**src/logic/meter_frontend_params.svh**
```systemverilog
`ifndef METER_FRONTEND_PARAMS_SVH
`define METER_FRONTEND_PARAMS_SVH

// Register indices; the byte address is four times the index.
`define MF_IDX_GAIN          8'h1b
`define MF_IDX_ZC            8'h2b
`define MF_IDX_CHSEL         8'h3d
`define MF_IDX_SIGNDIR       8'h0f
`define MF_IDX_STATUS        8'h40
`define MF_IDX_LSB           2

// Gain register fields.
`define MF_VGAIN_HI          7
`define MF_VGAIN_LO          5
`define MF_SIGNSRC_BIT       3
`define MF_IGAIN_HI          2
`define MF_IGAIN_LO          0
`define MF_GAIN_RESET        8'h00
`define MF_GAIN_CODE_MAX     3'h4

// Zero crossing output control fields.
`define MF_ZC_FIRST_BIT      1
`define MF_ZC_SECOND_BIT     0
`define MF_ZC_RESET          2'h0

// Current channel select fields.
`define MF_ISEL_HI           5
`define MF_ISEL_LO           4
`define MF_VGND_BIT          3
`define MF_IGND_BIT          2
`define MF_CHSEL_RESET       8'h00
`define MF_ISEL_FORCE_A      2'h1
`define MF_ISEL_FORCE_B      2'h2

// Sign event direction fields.
`define MF_REACT_DIR_BIT     5
`define MF_ACT_DIR_BIT       4
`define MF_SIGNDIR_RESET     2'h0

// Status register fields.
`define MF_ST_INPUT_B_BIT    0
`define MF_ST_ACT_NEG_BIT    1
`define MF_ST_REACT_NEG_BIT  2

`endif

```
**src/logic/meter_frontend_pkg.sv**
```systemverilog
package meter_frontend_pkg;

    typedef enum logic {
        BUS_WAIT   = 1'b0,
        BUS_ANSWER = 1'b1
    } bus_state_e;

    typedef logic [2:0] gain_code_t;
    typedef logic [4:0] gain_factor_t;
    typedef logic [1:0] input_sel_t;

endpackage

```
**src/logic/sign_change_detect.sv**
```systemverilog
module sign_change_detect
    import meter_frontend_pkg::*;
(
    // Clock and reset.
    input  wire logic clock,
    input  wire logic srst,
    // Sign inputs.
    input  wire logic power_negative,
    input  wire logic pulse_event,
    // Configuration.
    input  wire logic use_pulse,
    input  wire logic rising_dir,
    // Results.
    output logic      sign_event,
    output logic      sign_negative
);

    logic sampled_neg;
    logic event_d;

    // The sign follows the filtered power, or is taken only at pulse events.
    always_comb begin
        if (use_pulse) begin
            sampled_neg = pulse_event ? power_negative : sign_negative;
        end else begin
            sampled_neg = power_negative;
        end
    end

    always_comb begin
        event_d = 1'b0;
        if (sampled_neg != sign_negative) begin
            event_d = rising_dir ? ~sampled_neg : sampled_neg;
        end
    end

    always_ff @(posedge clock) begin
        if (srst) begin
            sign_negative <= 1'b0;
        end else begin
            sign_negative <= sampled_neg;
        end
    end

    always_ff @(posedge clock) begin
        if (srst) begin
            sign_event <= 1'b0;
        end else begin
            sign_event <= event_d;
        end
    end

endmodule

```
**src/logic/meter_frontend_config_regs.sv**
```systemverilog
`include "meter_frontend_params.svh"

module meter_frontend_config_regs
    import meter_frontend_pkg::*;
#(
    parameter int ADDR_WIDTH = 12
)
(
    // Clock and reset.
    input  wire logic                  clock,
    input  wire logic                  srst,
    // APB slave.
    input  wire logic [ADDR_WIDTH-1:0] paddr,
    input  wire logic                  psel,
    input  wire logic                  penable,
    input  wire logic                  pwrite,
    input  wire logic [31:0]           pwdata,
    input  wire logic [3:0]            pstrb,
    output logic      [31:0]           prdata,
    output logic                       pready,
    output logic                       pslverr,
    // Input gain control.
    output gain_code_t                 voltage_gain_sel,
    output gain_factor_t               voltage_gain_factor,
    output gain_code_t                 current_gain_sel,
    output gain_factor_t               current_gain_factor,
    // Power sign detection.
    output logic                       sign_detect_source,
    input  wire logic                  active_power_negative,
    input  wire logic                  reactive_power_negative,
    input  wire logic                  energy_pulse_output,
    output logic                       active_sign_event,
    output logic                       reactive_sign_event,
    // Zero crossing port pins.
    input  wire logic                  zc_signal,
    output logic                       zc_first_pin_out,
    output logic                       zc_first_pin_oe_n,
    output logic                       zc_second_pin_out,
    output logic                       zc_second_pin_oe_n,
    // Current channel and grounding.
    input  wire logic                  tamper_select_b,
    output input_sel_t                 current_input_sel,
    output logic                       measure_input_b,
    output logic                       voltage_input_ground,
    output logic                       current_input_ground
);

    localparam int INDEX_WIDTH = 8;

    // The address must hold the byte offset and the whole word index;
    // narrower buses, or buses wider than 32 bits, are refused at elaboration.
    if (ADDR_WIDTH < INDEX_WIDTH + `MF_IDX_LSB || ADDR_WIDTH > 32) begin : g_addr_width_check
        $error("meter_frontend_config_regs: ADDR_WIDTH out of range");
    end

    // Register state.
    logic [7:0]   gain_q;
    logic [1:0]   zc_ctrl_q;
    logic [7:0]   chsel_q;
    logic [1:0]   signdir_q;
    bus_state_e   bus_q;
    logic [31:0]  rdata_d;
    logic         err_d;
    gain_factor_t vfactor_d;
    gain_factor_t ifactor_d;
    logic         input_b_d;
    logic         act_neg;
    logic         react_neg;

    logic [INDEX_WIDTH-1:0] index;
    logic                   aligned;
    logic                   high_zero;
    logic                   hit_gain;
    logic                   hit_zc;
    logic                   hit_chsel;
    logic                   hit_signdir;
    logic                   hit_status;
    logic                   mapped;
    logic                   wr_commit;

    // Address decode; only whole aligned words inside the index range are mapped.
    assign index     = paddr[`MF_IDX_LSB +: INDEX_WIDTH];
    assign aligned   = (paddr[`MF_IDX_LSB-1:0] == '0);
    assign high_zero = (ADDR_WIDTH == INDEX_WIDTH + `MF_IDX_LSB) ? 1'b1 :
                       ((paddr >> (INDEX_WIDTH + `MF_IDX_LSB)) == '0);

    assign hit_gain    = aligned && high_zero && (index == `MF_IDX_GAIN);
    assign hit_zc      = aligned && high_zero && (index == `MF_IDX_ZC);
    assign hit_chsel   = aligned && high_zero && (index == `MF_IDX_CHSEL);
    assign hit_signdir = aligned && high_zero && (index == `MF_IDX_SIGNDIR);
    assign hit_status  = aligned && high_zero && (index == `MF_IDX_STATUS);
    assign mapped      = hit_gain || hit_zc || hit_chsel || hit_signdir || hit_status;

    // A write lands at the edge where the master sees pready high.
    assign wr_commit = psel && penable && pready && pwrite && mapped && pstrb[0];

    // Bus answer: one wait cycle, then pready stands for one cycle.
    always_ff @(posedge clock) begin
        if (srst) begin
            bus_q <= BUS_WAIT;
        end else begin
            unique case (bus_q)
                BUS_WAIT: begin
                    if (psel && penable) begin
                        bus_q <= BUS_ANSWER;
                    end
                end
                BUS_ANSWER: begin
                    bus_q <= BUS_WAIT;
                end
            endcase
        end
    end

    always_ff @(posedge clock) begin
        if (srst) begin
            pready <= 1'b0;
        end else begin
            pready <= (bus_q == BUS_WAIT) && psel && penable;
        end
    end

    // Read data mux; unused bits read as zero, except channel select bits 7:6 and 1:0, which read back as written.
    always_comb begin
        rdata_d = '0;
        if (hit_gain) begin
            rdata_d[7:0] = gain_q;
        end
        if (hit_zc) begin
            rdata_d[`MF_ZC_FIRST_BIT]  = zc_ctrl_q[`MF_ZC_FIRST_BIT];
            rdata_d[`MF_ZC_SECOND_BIT] = zc_ctrl_q[`MF_ZC_SECOND_BIT];
        end
        if (hit_chsel) begin
            rdata_d[7:0] = chsel_q;
        end
        if (hit_signdir) begin
            rdata_d[`MF_ACT_DIR_BIT]   = signdir_q[0];
            rdata_d[`MF_REACT_DIR_BIT] = signdir_q[1];
        end
        if (hit_status) begin
            rdata_d[`MF_ST_INPUT_B_BIT]   = measure_input_b;
            rdata_d[`MF_ST_ACT_NEG_BIT]   = act_neg;
            rdata_d[`MF_ST_REACT_NEG_BIT] = react_neg;
        end
    end

    // Unmapped addresses and writes to the status word answer with an error.
    assign err_d = !mapped || (pwrite && hit_status);

    always_ff @(posedge clock) begin
        if (srst) begin
            prdata  <= '0;
            pslverr <= 1'b0;
        end else if ((bus_q == BUS_WAIT) && psel && penable) begin
            prdata  <= pwrite ? '0 : rdata_d;
            pslverr <= err_d;
        end else begin
            prdata  <= '0;
            pslverr <= 1'b0;
        end
    end

    // Gain register; the reserved bit 4 is never stored.
    always_ff @(posedge clock) begin
        if (srst) begin
            gain_q <= `MF_GAIN_RESET;
        end else if (wr_commit && hit_gain) begin
            gain_q[`MF_VGAIN_HI:`MF_VGAIN_LO] <= pwdata[`MF_VGAIN_HI:`MF_VGAIN_LO];
            gain_q[`MF_SIGNSRC_BIT]           <= pwdata[`MF_SIGNSRC_BIT];
            gain_q[`MF_IGAIN_HI:`MF_IGAIN_LO] <= pwdata[`MF_IGAIN_HI:`MF_IGAIN_LO];
        end
    end

    always_ff @(posedge clock) begin
        if (srst) begin
            zc_ctrl_q <= `MF_ZC_RESET;
        end else if (wr_commit && hit_zc) begin
            zc_ctrl_q[`MF_ZC_FIRST_BIT]  <= pwdata[`MF_ZC_FIRST_BIT];
            zc_ctrl_q[`MF_ZC_SECOND_BIT] <= pwdata[`MF_ZC_SECOND_BIT];
        end
    end

    // Bits 7:6 and 1:0 are stored as written; software must keep them clear.
    always_ff @(posedge clock) begin
        if (srst) begin
            chsel_q <= `MF_CHSEL_RESET;
        end else if (wr_commit && hit_chsel) begin
            chsel_q <= pwdata[7:0];
        end
    end

    always_ff @(posedge clock) begin
        if (srst) begin
            signdir_q <= `MF_SIGNDIR_RESET;
        end else if (wr_commit && hit_signdir) begin
            signdir_q[0] <= pwdata[`MF_ACT_DIR_BIT];
            signdir_q[1] <= pwdata[`MF_REACT_DIR_BIT];
        end
    end

    // Gain codes above the largest defined one give a factor of zero.
    function automatic gain_factor_t gain_factor(input gain_code_t code);
        gain_factor_t factor;
        factor = '0;
        if (code <= `MF_GAIN_CODE_MAX) begin
            factor = gain_factor_t'(5'h01 << code);
        end
        return factor;
    endfunction

    assign vfactor_d = gain_factor(gain_q[`MF_VGAIN_HI:`MF_VGAIN_LO]);
    assign ifactor_d = gain_factor(gain_q[`MF_IGAIN_HI:`MF_IGAIN_LO]);

    always_ff @(posedge clock) begin
        if (srst) begin
            voltage_gain_sel    <= '0;
            voltage_gain_factor <= '0;
            current_gain_sel    <= '0;
            current_gain_factor <= '0;
        end else begin
            voltage_gain_sel    <= gain_q[`MF_VGAIN_HI:`MF_VGAIN_LO];
            voltage_gain_factor <= vfactor_d;
            current_gain_sel    <= gain_q[`MF_IGAIN_HI:`MF_IGAIN_LO];
            current_gain_factor <= ifactor_d;
        end
    end

    always_ff @(posedge clock) begin
        if (srst) begin
            sign_detect_source <= 1'b0;
        end else begin
            sign_detect_source <= gain_q[`MF_SIGNSRC_BIT];
        end
    end

    // Sign change detection for active and reactive power.
    sign_change_detect active_detect (
        .clock          (clock),
        .srst           (srst),
        .power_negative (active_power_negative),
        .pulse_event    (energy_pulse_output),
        .use_pulse      (gain_q[`MF_SIGNSRC_BIT]),
        .rising_dir     (signdir_q[0]),
        .sign_event     (active_sign_event),
        .sign_negative  (act_neg)
    );

    sign_change_detect reactive_detect (
        .clock          (clock),
        .srst           (srst),
        .power_negative (reactive_power_negative),
        .pulse_event    (energy_pulse_output),
        .use_pulse      (gain_q[`MF_SIGNSRC_BIT]),
        .rising_dir     (signdir_q[1]),
        .sign_event     (reactive_sign_event),
        .sign_negative  (react_neg)
    );

    // Zero crossing pins; a disabled pin drives low and releases its enable.
    always_ff @(posedge clock) begin
        if (srst) begin
            zc_first_pin_out   <= 1'b0;
            zc_first_pin_oe_n  <= 1'b1;
            zc_second_pin_out  <= 1'b0;
            zc_second_pin_oe_n <= 1'b1;
        end else begin
            zc_first_pin_out   <= zc_ctrl_q[`MF_ZC_FIRST_BIT] & zc_signal;
            zc_first_pin_oe_n  <= ~zc_ctrl_q[`MF_ZC_FIRST_BIT];
            zc_second_pin_out  <= zc_ctrl_q[`MF_ZC_SECOND_BIT] & zc_signal;
            zc_second_pin_oe_n <= ~zc_ctrl_q[`MF_ZC_SECOND_BIT];
        end
    end

    // Current channel choice.
    always_comb begin
        unique case (chsel_q[`MF_ISEL_HI:`MF_ISEL_LO])
            `MF_ISEL_FORCE_A: input_b_d = 1'b0;
            `MF_ISEL_FORCE_B: input_b_d = 1'b1;
            default:          input_b_d = tamper_select_b;
        endcase
    end

    always_ff @(posedge clock) begin
        if (srst) begin
            current_input_sel <= '0;
            measure_input_b   <= 1'b0;
        end else begin
            current_input_sel <= chsel_q[`MF_ISEL_HI:`MF_ISEL_LO];
            measure_input_b   <= input_b_d;
        end
    end

    always_ff @(posedge clock) begin
        if (srst) begin
            voltage_input_ground <= 1'b0;
            current_input_ground <= 1'b0;
        end else begin
            voltage_input_ground <= chsel_q[`MF_VGND_BIT];
            current_input_ground <= chsel_q[`MF_IGND_BIT];
        end
    end

endmodule

```
**config.mk**
```make
export PLATFORM = sky130hd
export DESIGN_NAME = meter_frontend_config_regs
export DESIGN_NICKNAME = d
export VERILOG_FILES = /design/src/logic/meter_frontend_pkg.sv /design/src/logic/sign_change_detect.sv /design/src/logic/meter_frontend_config_regs.sv
export VERILOG_INCLUDE_DIRS = /design/src /design/src/logic
export SDC_FILE = /design/constraint.sdc
export NUM_CORES = 1
export LEC_CHECK = 0
export BUFFER_PORTS_ARGS = -buffer_cell sky130_fd_sc_hd__buf_2
export CAP_MARGIN = 10
export CORE_ASPECT_RATIO = 2
export CORE_MARGIN = 2
export CORE_UTILIZATION = 40
export CTS_CLUSTER_DIAMETER = 50
export CTS_CLUSTER_SIZE = 30
export DETAILED_ROUTE_END_ITERATION = 10
export PLACE_DENSITY_LB_ADDON = 0.05
export SYNTH_ARGS = -nofsm -noshare
export SYNTH_HDL_FRONTEND = slang
export SYNTH_HIERARCHICAL = 1
export SYNTH_SLANG_ARGS = --single-unit
```
**constraint.sdc**
```tcl
create_clock -name clock -period 2.4 [get_ports clock]
set_input_delay 0.36 -clock clock [delete_from_list [all_inputs] [get_ports clock]]
set_output_delay 0.36 -clock clock [all_outputs]
set_load 0.02 [all_outputs]
```
==> metrics.cfg <==
[route]
route.antenna.remaining_nets=0
via_count=1971
firstDrtPassIters=4
wl_per_cell_um=13.65
drc=0
drt-initial-drc-count=49
wirelength_um=5418
average_via_count_per_standard_cell=4.965

[cells_and_area]
antenna_cells_inserted=0
drive_above_1_share_pct=32.63
final_area_um2=3118
layout.nets=388
layout.filler_cells=592
flow.area_growth_from_synthesis_pct=28.72

[clock_network]
clock_path_buffers=2
number_of_buffers_added_by_the_clock_tree_synthesis_step=9
clock-root-buffer=sky130_fd_sc_hd__clkbuf_16
postCtsSetupRepairBufs=0
tritoncts=built
clock_sinks=60
holdBufCountCts=0
h_tree_levels=3
worst_setup_hold_path_clk_slew_ns=0.05
clkLatencyLatePin_ns=0.32
cts_resized=0

[logic_synthesis]
async_flop_share_pct=0
yosysMostFrequentCell=sky130_fd_sc_hd__dfxtp_1
number_of_enable_type_register_cells_in_the_synthesized_netlist=0
syn-cell-area_um2=2422
synth_common_cells=sky130_fd_sc_hd__dfxtp_1 (60), sky130_fd_sc_hd__buf_4 (24), sky130_fd_sc_hd__nor2b_1 (18)
yosys_warn_count=6
synth-seq-cells=60
ys_types=38
synth_largest_type_area_fraction_pct=49.59
yosysSeqAreaShare_pct=49.59
post_synthesis_cell_count=248
synth-main-ff-cell=sky130_fd_sc_hd__dfxtp_1
synth_area_leader_cell=sky130_fd_sc_hd__dfxtp_1
synthesis.area_per_instance_um2=9.767
netlist_top_cells_area=sky130_fd_sc_hd__dfxtp_1 (50%), sky130_fd_sc_hd__buf_4 (7.4%), sky130_fd_sc_hd__nor2b_1 (4.6%), sky130_fd_sc_hd__a21oi_1 (3.3%), sky130_fd_sc_hd__o21ai_0 (3.1%)

[critical_path]
worstSetupPathType=in2reg
category_of_the_worst_setup_path_launch_point=input pin
timing.critical_path.to=gain_q[0]$_SDFFE_PP0P_
worst_r2r_path_depth=5
r2r_setup_slack_ns=0.90
critical_path_cell_count=6
worstSetupEndpointType=register
critical_path.max_stage_delay_ns=0.61
worstPathArrival_ns=2.16
timing.critical_path.required_ns=2.60
critical_path.slowest_cell=sky130_fd_sc_hd__or4_1
critPathMaxFanout=7
critical_path.reg2reg.startpoint=pready$_SDFF_PP0_
critical_path_buf_inv_count=2
cpLargestDelayFamily=simple AND/OR/NAND/NOR gates
path_cells=buf_2, or4_1, or3_4, nor3_4, buf_12, mux2_2
timing.rr.end=gain_q[0]$_SDFFE_PP0P_
startpoint=paddr[1]

[floorplan]
std_cell_rows=40
initial_core_util_pct=41.02
die-height_um=114.1
die_area_um2=6732
placeable_area_um2=5906
horiz_die_dim_um=59.03
top_level_ports=120

[power_and_ir_drop]
ir_worst_vdd_mv=0.4452
static-leakage-power_nw=1.400
pd_cells_nw_per_um2=774.4

[global_route]
grt_pass1_vias=1821
pin_count_of_the_biggest_net_entering_global_routing=38
antenna_found_initial=0
grt_usage_pct=17.00
grt_remaining_overflow=0
grt_pass1_wl_um=8390

[timing]
hold_viol_final=0
worst_slew_margin_rel_pct=56.71
setup_viol=0
tightestPinTransition_ns=0.6493
fmax_mhz=511.4
post-route-min-period_ns=1.956
slew_violations=0
rsz_0062_raised_after_global_routing=false
final.setup.tns_ns=0
finalCritPeriodShare_pct=81.48
finClkSkew_ns=0.003877

[place]
routabilityCongestion=0.8252
dpl-instance-area_um2=2814
detailedPlacementHpwl_um=4005
port_buffers=68

[status]
status=finished clean

[job]
maxCapViolCount=0

[worst_hold_path]
min_path_type=in2reg

==> registers in the layout, indices dropped and copies added (netlist names), 2 cells and up <==
signal	count
prdata	8
voltage_gain_sel	3
current_input_sel	2
gain_q	7
current_gain_sel	3
voltage_gain_factor	5
signdir_q	2
chsel_q	8
zc_ctrl_q	2
current_gain_factor	5
==> where the power goes <==
part | switching, mW | total (mW) | internal (mW)
logic | 0.0891 | 0.131 | 0.0417
registers | 0.00431 | 1.01 | 1.01
clock network | 0.418 | 1.27 | 0.855
==> worst min-delay path by stage <==
stage / depth (start not counted) / slack (ns) / startpoint / endpoint
6_report: 3 / 0.28 / tamper_select_b / measure_input_b$_SDFF_PP0_
5_1_grt: 2 / 0.30 / zc_signal / zc_second_pin_out$_SDFF_PP0_
4_1_cts: 3 / 0.26 / tamper_select_b / measure_input_b$_SDFF_PP0_
3_5_place_dp: 1 / 0.42 / zc_ctrl_q[0]$_SDFFE_PP0P_ / zc_second_pin_oe_n$_SDFF_PP1_
3_3_place_gp: 1 / 0.42 / zc_ctrl_q[0]$_SDFFE_PP0P_ / zc_second_pin_oe_n$_SDFF_PP1_
2_1_floorplan: 1 / 0.39 / zc_ctrl_q[0]$_SDFFE_PP0P_ / zc_second_pin_oe_n$_SDFF_PP1_
==> routing by layer <==
layer  part of all wire [%]  vias to the layer above  global-route usage (%)
li1                       -                      993                       -
met1                     40                      901                   18.32
met5                      0                        -                       0
met2                     53                       71                   28.30
met3                    5.4                        6                   5.085
met4                    1.8                        0                   10.15
==> area by class of cell <==
class | instances | area [µm²] | area share [%]
multi-input cells | 175 | 1080 | 34.63
well taps | 63 | 78.83 | 2.528
inverters | 3 | 11.26 | 0.3612
flip-flops and latches | 60 | 1201 | 38.52
repair buffers | 80 | 442.9 | 14.21
clock buffers | 12 | 256.5 | 8.226
clock inverters | 4 | 47.55 | 1.525
==> tightest hold or removal path: stages <==
cell	delay, ns
sky130_fd_sc_hd__buf_2	0.08
sky130_fd_sc_hd__mux2i_1	0.06
sky130_fd_sc_hd__nor2_1	0.07
==> cell families (layout without fill, tap and decap cells) <==
family / after synthesis / in the layout / synth area share (%)
other: 1 / 24 / 0.1548
DFF: 60 / 60 / 49.59
and+or+nand+nor: 96 / 96 / 25.36
AOI/OAI and AO/OA: 44 / 44 / 10.59
muxes: 10 / 10 / 4.390
adders and majority gates: 1 / 1 / 0.5164
buffers and inverters: 36 / 99 / 9.401
==> through the flow <==
step                      instances  hold slack (ns)  worst slack (ns)  utilization (%)  total power, mW
after floorplan                 271           0.3882            0.2047                -            1.139
after global placement          381           0.4211            0.1098            47.65            1.159
after detailed placement        381           0.4192            0.1050            47.65            1.162
after CTS                       397           0.2578            0.4524            52.80            2.456
after global routing            397           0.2993            0.3521            52.80            2.501
final                           397           0.2761            0.4445            52.80            2.414
==> cell usage in the layout, fill, tap and decap left out, drive strengths merged <==
master and instances:
inv 3, nor3 6, nor2b 18, a21boi 1, mux2 5, nor3b 4
or4 5, buf 80, nor4bb 1, nor4 7, nor2 14, or2 1
a22oi 6, nand4 4, bufinv 1, dfxtp 60, a22o 2, or3 2
ha 1, a221oi 2, or3b 2, conb 24, clkinvlp 1, and3b 2
nand2 4, clkinv 2, a21oi 16, nor4b 2, o2111ai 1, nand3 12
mux2i 5, and3 2, clkbuf 12, nand2b 10, o21ai 16
(Power assumes the default switching activity.)
